$ cat src/rtl/pin_cfg_pkg.sv
// Constants shared by the reference divider and pin configuration register bank.
// Assumes register selects, bit positions and reset values are used by name only.
package pin_cfg_pkg;

    // Register selects on the serial-port register access port.
    localparam logic [1:0]  SEL_PREDIV        = 2'h0;
    localparam logic [1:0]  SEL_OE_CFG        = 2'h1;
    localparam logic [1:0]  SEL_IO_CFG        = 2'h2;

    // Reference predivider control fields.
    localparam int          PREDIV_SETB_BIT   = 22;
    localparam int          PREDIV_ENB_BIT    = 21;
    localparam logic [31:0] PREDIV_RESET      = 32'h0040_0000;
    localparam logic [31:0] PREDIV_WMASK      = 32'h0060_0000;

    // Output-enable pin configuration fields.
    localparam int          ENABLE_PIN_PULLDOWN_BIT         = 5;
    localparam int          ENABLE_PIN_PULLUP_BIT         = 4;
    localparam int          OE_POL_BIT        = 3;
    localparam int          OE_SEL_BIT        = 0;
    localparam logic [7:0]  OE_CFG_RESET      = 8'h10;
    localparam logic [7:0]  OE_CFG_WMASK      = 8'h39;

    // Miscellaneous pad configuration fields.
    localparam int          IO_STARTUP_MSB    = 7;
    localparam int          IO_STARTUP_LSB    = 6;
    localparam int          IO_PP_MSB         = 5;
    localparam int          IO_PP_LSB         = 4;
    localparam int          IO_OD_MSB         = 3;
    localparam int          IO_OD_LSB         = 2;
    localparam int          IO_SERIAL_DATA_PULLUP_BIT     = 1;
    localparam int          IO_SERIAL_CLOCK_PULLUP_BIT     = 0;
    localparam logic [7:0]  IO_CFG_RESET      = 8'h2f;
    localparam logic [7:0]  IO_CFG_WMASK      = 8'hff;

    // Startup output gating codes.
    localparam logic [1:0]  STARTUP_WAIT_LOCK = 2'h0;
    localparam logic [1:0]  STARTUP_NO_GATE   = 2'h2;

    // Number of clock output drivers.
    localparam int          NUM_OUT           = 4;

endpackage : pin_cfg_pkg

$ cat src/rtl/out_gate_if.sv
// Interface carrying the disable terms for the clock output drivers.
// Assumes both ends run on the same clock.
`timescale 1ns/1ns
interface out_gate_if;
    import pin_cfg_pkg::*;

    logic               pin_gate;
    logic               lock_gate;
    logic [NUM_OUT-1:0] out_dis;
    logic [NUM_OUT-1:0] drv_en;

    modport ctrl (output pin_gate, output lock_gate, output out_dis, input drv_en);
    modport gate (input pin_gate, input lock_gate, input out_dis, output drv_en);

endinterface : out_gate_if

$ cat src/rtl/clk_out_gate.sv
// Registered enable for each clock output driver.
// Assumes all disable terms arrive on ref_clk from the register bank.
`timescale 1ns/1ns
module clk_out_gate
    import pin_cfg_pkg::*;
(
    input  wire logic ref_clk,
    input  wire logic srst,
    out_gate_if.gate  gif
);

    logic [NUM_OUT-1:0] drv_en_r;

    // Drivers start disabled so no glitchy clock leaves the part before configuration settles.
    always_ff @(posedge ref_clk) begin
        if (srst) begin
            drv_en_r <= '0;
        end else begin
            for (int i = 0; i < NUM_OUT; i++) begin
                drv_en_r[i] <= ~(gif.pin_gate | gif.lock_gate | gif.out_dis[i]);
            end
        end
    end

    assign gif.drv_en = drv_en_r;

endmodule : clk_out_gate

$ cat src/rtl/ref_div_and_pin_config_regs.sv
// Reference divider control and pin configuration register bank of the clock synthesizer.
// Assumes register accesses come from the serial-port logic on ref_clk; pins and lock are asynchronous.
`timescale 1ns/1ns
module ref_div_and_pin_config_regs
    import pin_cfg_pkg::*;
(
    input  wire logic               ref_clk,
    input  wire logic               srst,
    input  wire logic               cfg_wr,
    input  wire logic               cfg_rd,
    input  wire logic [1:0]         cfg_sel,
    input  wire logic [31:0]        cfg_wdata,
    output logic      [31:0]        cfg_rdata,
    output logic                    cfg_rvalid,
    input  wire logic               spi_mode,
    input  wire logic               startup_active,
    input  wire logic [NUM_OUT-1:0] out_dis,
    input  wire logic               apll_lock,
    input  wire logic               enable_or_chip_select_pin,
    output logic                    div_hold_set,
    output logic                    div_run,
    output logic                    enable_pin_pulldown,
    output logic                    enable_pin_pullup,
    output logic [1:0]              push_pull_strength,
    output logic [1:0]              open_drain_strength,
    output logic                    serial_data_pullup,
    output logic                    serial_clock_pullup,
    output logic [NUM_OUT-1:0]      clk_out_en
);

    ////////////////////////////////////////////////////////////////////////////////
    // Register storage.

    logic [31:0] prediv_r;
    logic [7:0]  oe_cfg_r;
    logic [7:0]  io_cfg_r;
    logic [31:0] rdata_r;
    logic        rvalid_r;
    logic        div_hold_set_r;
    logic        div_run_r;

    // Reserved bits are masked on write so they always read back as zero.
    always_ff @(posedge ref_clk) begin
        if (srst) begin
            prediv_r <= PREDIV_RESET;
            oe_cfg_r <= OE_CFG_RESET;
            io_cfg_r <= IO_CFG_RESET;
        end else if (cfg_wr) begin
            unique case (cfg_sel)
                SEL_PREDIV: prediv_r <= cfg_wdata & PREDIV_WMASK;
                SEL_OE_CFG: oe_cfg_r <= cfg_wdata[7:0] & OE_CFG_WMASK;
                SEL_IO_CFG: io_cfg_r <= cfg_wdata[7:0] & IO_CFG_WMASK;
                default: ;
            endcase
        end
    end

    // An unmapped select reads as zero.
    always_ff @(posedge ref_clk) begin
        if (srst) begin
            rdata_r  <= 32'h0000_0000;
            rvalid_r <= 1'b0;
        end else begin
            rvalid_r <= cfg_rd;
            if (cfg_rd) begin
                unique case (cfg_sel)
                    SEL_PREDIV: rdata_r <= prediv_r;
                    SEL_OE_CFG: rdata_r <= {24'h00_0000, oe_cfg_r};
                    SEL_IO_CFG: rdata_r <= {24'h00_0000, io_cfg_r};
                    default:    rdata_r <= 32'h0000_0000;
                endcase
            end
        end
    end

    assign cfg_rdata  = rdata_r;
    assign cfg_rvalid = rvalid_r;

    ////////////////////////////////////////////////////////////////////////////////
    // Reference divider controls, registered so the outputs come straight from flops.

    always_ff @(posedge ref_clk) begin
        if (srst) begin
            div_hold_set_r <= 1'b0;
            div_run_r      <= 1'b0;
        end else begin
            div_hold_set_r <= ~prediv_r[PREDIV_SETB_BIT];
            div_run_r      <= ~prediv_r[PREDIV_ENB_BIT];
        end
    end

    assign div_hold_set = div_hold_set_r;
    assign div_run      = div_run_r;

    ////////////////////////////////////////////////////////////////////////////////
    // Pad settings are taken directly from the configuration flops.

    assign enable_pin_pulldown = oe_cfg_r[ENABLE_PIN_PULLDOWN_BIT];
    assign enable_pin_pullup   = oe_cfg_r[ENABLE_PIN_PULLUP_BIT];
    assign push_pull_strength  = io_cfg_r[IO_PP_MSB:IO_PP_LSB];
    assign open_drain_strength = io_cfg_r[IO_OD_MSB:IO_OD_LSB];
    assign serial_data_pullup  = io_cfg_r[IO_SERIAL_DATA_PULLUP_BIT];
    assign serial_clock_pullup = io_cfg_r[IO_SERIAL_CLOCK_PULLUP_BIT];

    ////////////////////////////////////////////////////////////////////////////////
    // Synchronisers for the enable pin and the analog lock indication.

    logic pin_s1_r;
    logic pin_s2_r;
    logic lock_s1_r;
    logic lock_s2_r;

    always_ff @(posedge ref_clk) begin
        if (srst) begin
            pin_s1_r  <= 1'b0;
            pin_s2_r  <= 1'b0;
            lock_s1_r <= 1'b0;
            lock_s2_r <= 1'b0;
        end else begin
            pin_s1_r  <= enable_or_chip_select_pin;
            pin_s2_r  <= pin_s1_r;
            lock_s1_r <= apll_lock;
            lock_s2_r <= lock_s1_r;
        end
    end

    ////////////////////////////////////////////////////////////////////////////////
    // Output driver gating.

    logic       pin_active;
    logic       pin_gate;
    logic       lock_gate;
    logic [1:0] startup_code;

    assign startup_code = io_cfg_r[IO_STARTUP_MSB:IO_STARTUP_LSB];
    // Polarity flips the pin sense; the select and polarity only matter outside SPI mode.
    assign pin_active = pin_s2_r ^ oe_cfg_r[OE_POL_BIT];
    assign pin_gate   = ~spi_mode & ~oe_cfg_r[OE_SEL_BIT] & ~pin_active;
    // Reserved codes behave like the no-gating code so a stray write cannot stall the outputs.
    assign lock_gate  = startup_active & ~lock_s2_r & (startup_code == STARTUP_WAIT_LOCK);

    out_gate_if gif ();

    assign gif.pin_gate  = pin_gate;
    assign gif.lock_gate = lock_gate;
    assign gif.out_dis   = out_dis;

    clk_out_gate u_gate (
        .ref_clk (ref_clk),
        .srst    (srst),
        .gif     (gif)
    );

    assign clk_out_en = gif.drv_en;
endmodule : ref_div_and_pin_config_regs

$ cat config.mk
export PLATFORM = sky130hd
export DESIGN_NAME = ref_div_and_pin_config_regs
export DESIGN_NICKNAME = d
export VERILOG_FILES = /design/src/rtl/pin_cfg_pkg.sv /design/src/rtl/out_gate_if.sv /design/src/rtl/clk_out_gate.sv /design/src/rtl/ref_div_and_pin_config_regs.sv
export SDC_FILE = /design/constraint.sdc
export NUM_CORES = 1
export LEC_CHECK = 0
export BUFFER_PORTS_ARGS = -buffer_cell sky130_fd_sc_hd__buf_2
export CAP_MARGIN = 20
export CORE_MARGIN = 10
export CORE_UTILIZATION = 45
export DETAILED_ROUTE_END_ITERATION = 16
export GPL_TIMING_DRIVEN = 0
export PLACE_DENSITY_LB_ADDON = 0.05
export SYNTH_ARGS = -nofsm -noshare
export SYNTH_HDL_FRONTEND = slang
export SYNTH_SLANG_ARGS = --single-unit
$ cat constraint.sdc
create_clock -name ref_clk -period 1.5 [get_ports ref_clk]
set_input_delay 0.075 -clock ref_clk [delete_from_list [all_inputs] [get_ports ref_clk]]
set_output_delay 0.075 -clock ref_clk [all_outputs]
set_load 0.02 [all_outputs]
==> summary.md <==
| Metric | Value |
|---|---|
| Final-report hold violation count | 0 |
| Synth warnings | 0 |
| Number of clock sinks | 35 |
| GRT overflow | 0 |
| TritonCTS clock tree | yes |
| Highest ir drop seen on vdd | around 0.63 mV |
| Synthesized instance count | approximately 160 |
| Maximum clock rate | around 950 MHz |
| CTS max path bufs | 2 |
| Area occupied by registers | ~700 um^2 |
| Compound-gate portion of the synthesized area | 13.14% |
| Run status | completed |
| Fraction of post-synthesis cell area in the top cell type by area | 48.40% |
| Tightest hold margin | approximately 0.036 ns |
| Worst Path Required | ~1.4 ns |
| Number of instances in the placed design | between 200 and 300 |
| Max-slew violation total from the final report | 0 |
| Pre-antenna DRT Iters | 4 |
| Signed area change from the synthesized netlist to the final layout | 39.93% |
| Starting utilization of the core area | between 40% and 50% |
| H-tree levels | 2 |
| Count of cell types in the netlist | 22 |
| Top-Level Pins | 93 |
| Number of standard cells in the layout, taps in and fillers out | between 200 and 300 |
| Cell accounting for the most synthesized area | dfxtp_1 |
| Startpoint type of the worst setup path | register |
| Critical path type | reg -> out |
| Post-synthesis register bit count | 35 |
| Number of vias in the routed layout | roughly 1300 |
| Setup skew after layout | roughly 0.0072 ns |
| Kind of end point of the critical path | output pin |
| Synth Area in XOR/XNOR | 0.6050% |
| Family with the most delay on the worst path | flip-flops |
| Sum of net half-perimeters after detailed placement | 2888 um |
| Number of stages on the worst hold path | 3 |
| Share of final-layout standard cells stronger than drive strength 1 | 34.82% |
| Total routed wirelength | around 3600 um |
| CTS root buf | clkbuf_4 |
| Leakage component of the power | just under 0.001 uW |
| Clock transition time at the flip-flop clock pins of the worst setup and hold paths | ~0.10 ns |
| Worst flop-to-flop path endpoint | u_gate.gif.drv_en[2]$_SDFF_PP0_ |
| Most area-consuming cells after synthesis | dfxtp_1 (48%), buf_4 (14%), a211o_1 (4.8%) |
| Nets | 292 |
| Average instance area after synthesis | between 9 and 10 um^2 |
| Worst-case reg-to-reg path depth | 3 |
| Cell count along the critical path | 2 |
| Buffer count from post-CTS setup fixing | 0 |
| Total negative setup slack | 0 ns |
| Main combinational cell family by area after synthesis | simple AND/OR/NAND/NOR gates |
| Number of core rows | 20 |
| Slack of the worst reg-to-reg path | around 0.5 ns |
| Adder-cell share of the synthesized area | 0% |
| Die span in x | around 77 um |
| Period minus WS final | between 1 and 1.5 ns |
| Critical-path cell list | buf_4 > buf_2 |
| First DRT Iteration DRCs | between 50 and 60 |
| Diode count | 0 |
| Number of fill cells | approximately 290 |
| Tightest Hold Check Type | in -> reg |
| Critical path's largest stage delay | between 0.3 and 0.4 ns |
| Critical Path Sink | open_drain_strength[1] |
| Post-synth design cell area | 1448 um^2 |
| All-Layer GR Usage | between 10% and 20% |
| Pwr Density | 898.8 nW/um^2 |
| Area inside the core boundary | 3078 um^2 |
| Critical Path AT | 0.98 ns |
| Global placer's final weighted congestion | a little under 0.8 |
| Seq/Total Area, Yosys | between 40% and 50% |
| Initial antenna violation count | 0 |
| Global-route wire length before repair | 5996 um |
| Synth Area in Simple Gates | roughly 20% |
| Clock latency on the worst-skew pair | about 0.34 ns |
| Vias per cell | approximately 4.3 |
| Area of the multi-input gates | about 600 um^2 |
| Final antenna-violating net count | 0 |
| Maximum fanout along the worst path | 3 |
| Port Buf Inserts | 48 |
| Portion of netlist area occupied by mux cells | less than 1% |
| Period Utilization, post-route | between 70% and 80% |
| Slowest cell on crit path | dfxtp_1 |
| Height of the die | 76.72 um |
| Setup repair after global routing missed its margin | no |
| Number of buffers added by the clock tree synthesis step | 5 |
| Total of max-cap violations | 0 |
| Average wire length per cell after detail routing | between 10 and 15 um |
| Launching instance or port of the critical path | io_cfg_r[3]$_SDFFE_PP1P_ |
| FF-to-FF Start | io_cfg_r[6]$_SDFFE_PP0P_ |
| Via count of the first global-routing pass | around 1300 |
| Die area | between 5000 and 6000 um^2 |
| Number of remaining DRC errors | 0 |
| Worst path bufs/invs | 2 |
| Setup Viol. Count Final | 0 |
| Maximum number of pins on one net before global-route repair | 12 |
-- sequential cells by signal (all words and copies together), names as in the netlist, 2 cells and up --
name / cells
io_cfg_r: 8
prediv_r: 2
u_gate.gif.drv_en: 4
cfg_rdata: 10
oe_cfg_r: 4
-- through the flow --
step,cell area (um^2),total power (uW),worst slack (ns),utilization [%]
3_3_place_gp,1822,1323,0.3430,59.19
6_report,2026,1821,0.4481,65.81
5_1_grt,2026,1920,0.3775,65.81
2_1_floorplan,1526,1236,0.6034,-
3_5_place_dp,1822,1328,0.3509,59.19
4_1_cts,2026,1840,0.4207,65.81
-- worst reg2reg max path, cell delays in order, from the launching register on --
cell     delay, ns
dfxtp_1       0.35
nor4b_1       0.30
a211o_1       0.20
nor2_1        0.06
-- metal layers --
| metal | part of all wire (%) | global-route usage (%) |
|---|---|---|
| met1 | 44 | 14.09 |
| met2 | 47 | 19.90 |
| met3 | 8.3 | 6.294 |
| met4 | 0.58 | 3.346 |
| met5 | 0 | 0 |
-- area by class of cell --
class,instances,share of cell area (%)
sequential,35,34.59
multi-input combinational,107,29.03
timing repair buffer,63,19.27
buffer,34,11.74
tap,44,2.718
clock buffer,6,2.038
clock inverter,2,0.6177
-- power breakdown --
| group | internal [uW] | total [uW] | leakage (uW) | switching [uW] |
|---|---|---|---|---|
| registers | 969 | 989 | 0.000287 | 19.8 |
| clock network | 181 | 482 | 0.0000282 | 301 |
| logic | 160 | 350 | 0.000655 | 190 |
-- worst min-delay path by stage --
stage / startpoint / end / slack, ns
3_3_place_gp: out_dis[2] / u_gate.gif.drv_en[2]$_SDFF_PP0_ / 0.23
3_5_place_dp: out_dis[0] / u_gate.gif.drv_en[0]$_SDFF_PP0_ / 0.24
5_1_grt: cfg_rd / cfg_rdata[22]$_SDFFE_PP0P_ / 0.05
6_report: cfg_rd / cfg_rdata[22]$_SDFFE_PP0P_ / 0.04
2_1_floorplan: srst / lock_s2_r$_SDFF_PP0_ / 0.15
4_1_cts: cfg_rd / cfg_rdata[22]$_SDFFE_PP0P_ / 0.03
-- cells in the mapped netlist --
cell type and count:
clkbuf_1 5, a22oi_1 4, buf_2 1, nand2_1 6
nor3b_2 1, buf_6 1, dfxtp_1 35, conb_1 1
xnor2_1 1, nor2b_1 7, a211oi_1 4, nand3b_1 2
nand3_1 12, mux2i_1 1, buf_4 27, nand2b_1 6
and3_1 6, and2b_4 1, a211o_1 8, a21oi_1 12
nor4b_1 1, nor2_1 13
-- logic make-up after synthesis --
| family | after synthesis |
|---|---|
| simple gates | 55 |
| other cells | 1 |
| xor+xnor | 1 |
| mux | 1 |
| compound gates | 28 |
| buf+inv | 34 |
| flops | 35 |
-- placed cells by master (no fill, tap or decap) --
cell type      count
a211o_1            8
a211oi_1           4
a21oi_1           12
a22oi_1            4
and2b_4            1
and3_1             6
buf_2             49
buf_4             27
buf_6              1
clkbuf_1           6
clkbuf_4           5
clkinv_2           1
clkinvlp_4         1
conb_1            22
dfxtp_1           35
dlygate4sd3_1     15
mux2i_1            1
nand2_1            6
nand2b_1           6
nand3_1           12
nand3b_1           2
nor2_1            13
nor2b_1            7
nor3b_2            1
nor4b_1            1
xnor2_1            1
-- timing repair --
item,CTS,global route
endpoints found under the hold margin,15,0
hold buffers,15,0
resized for setup,0,0
Note: power is estimated with default switching activity, not from simulation.
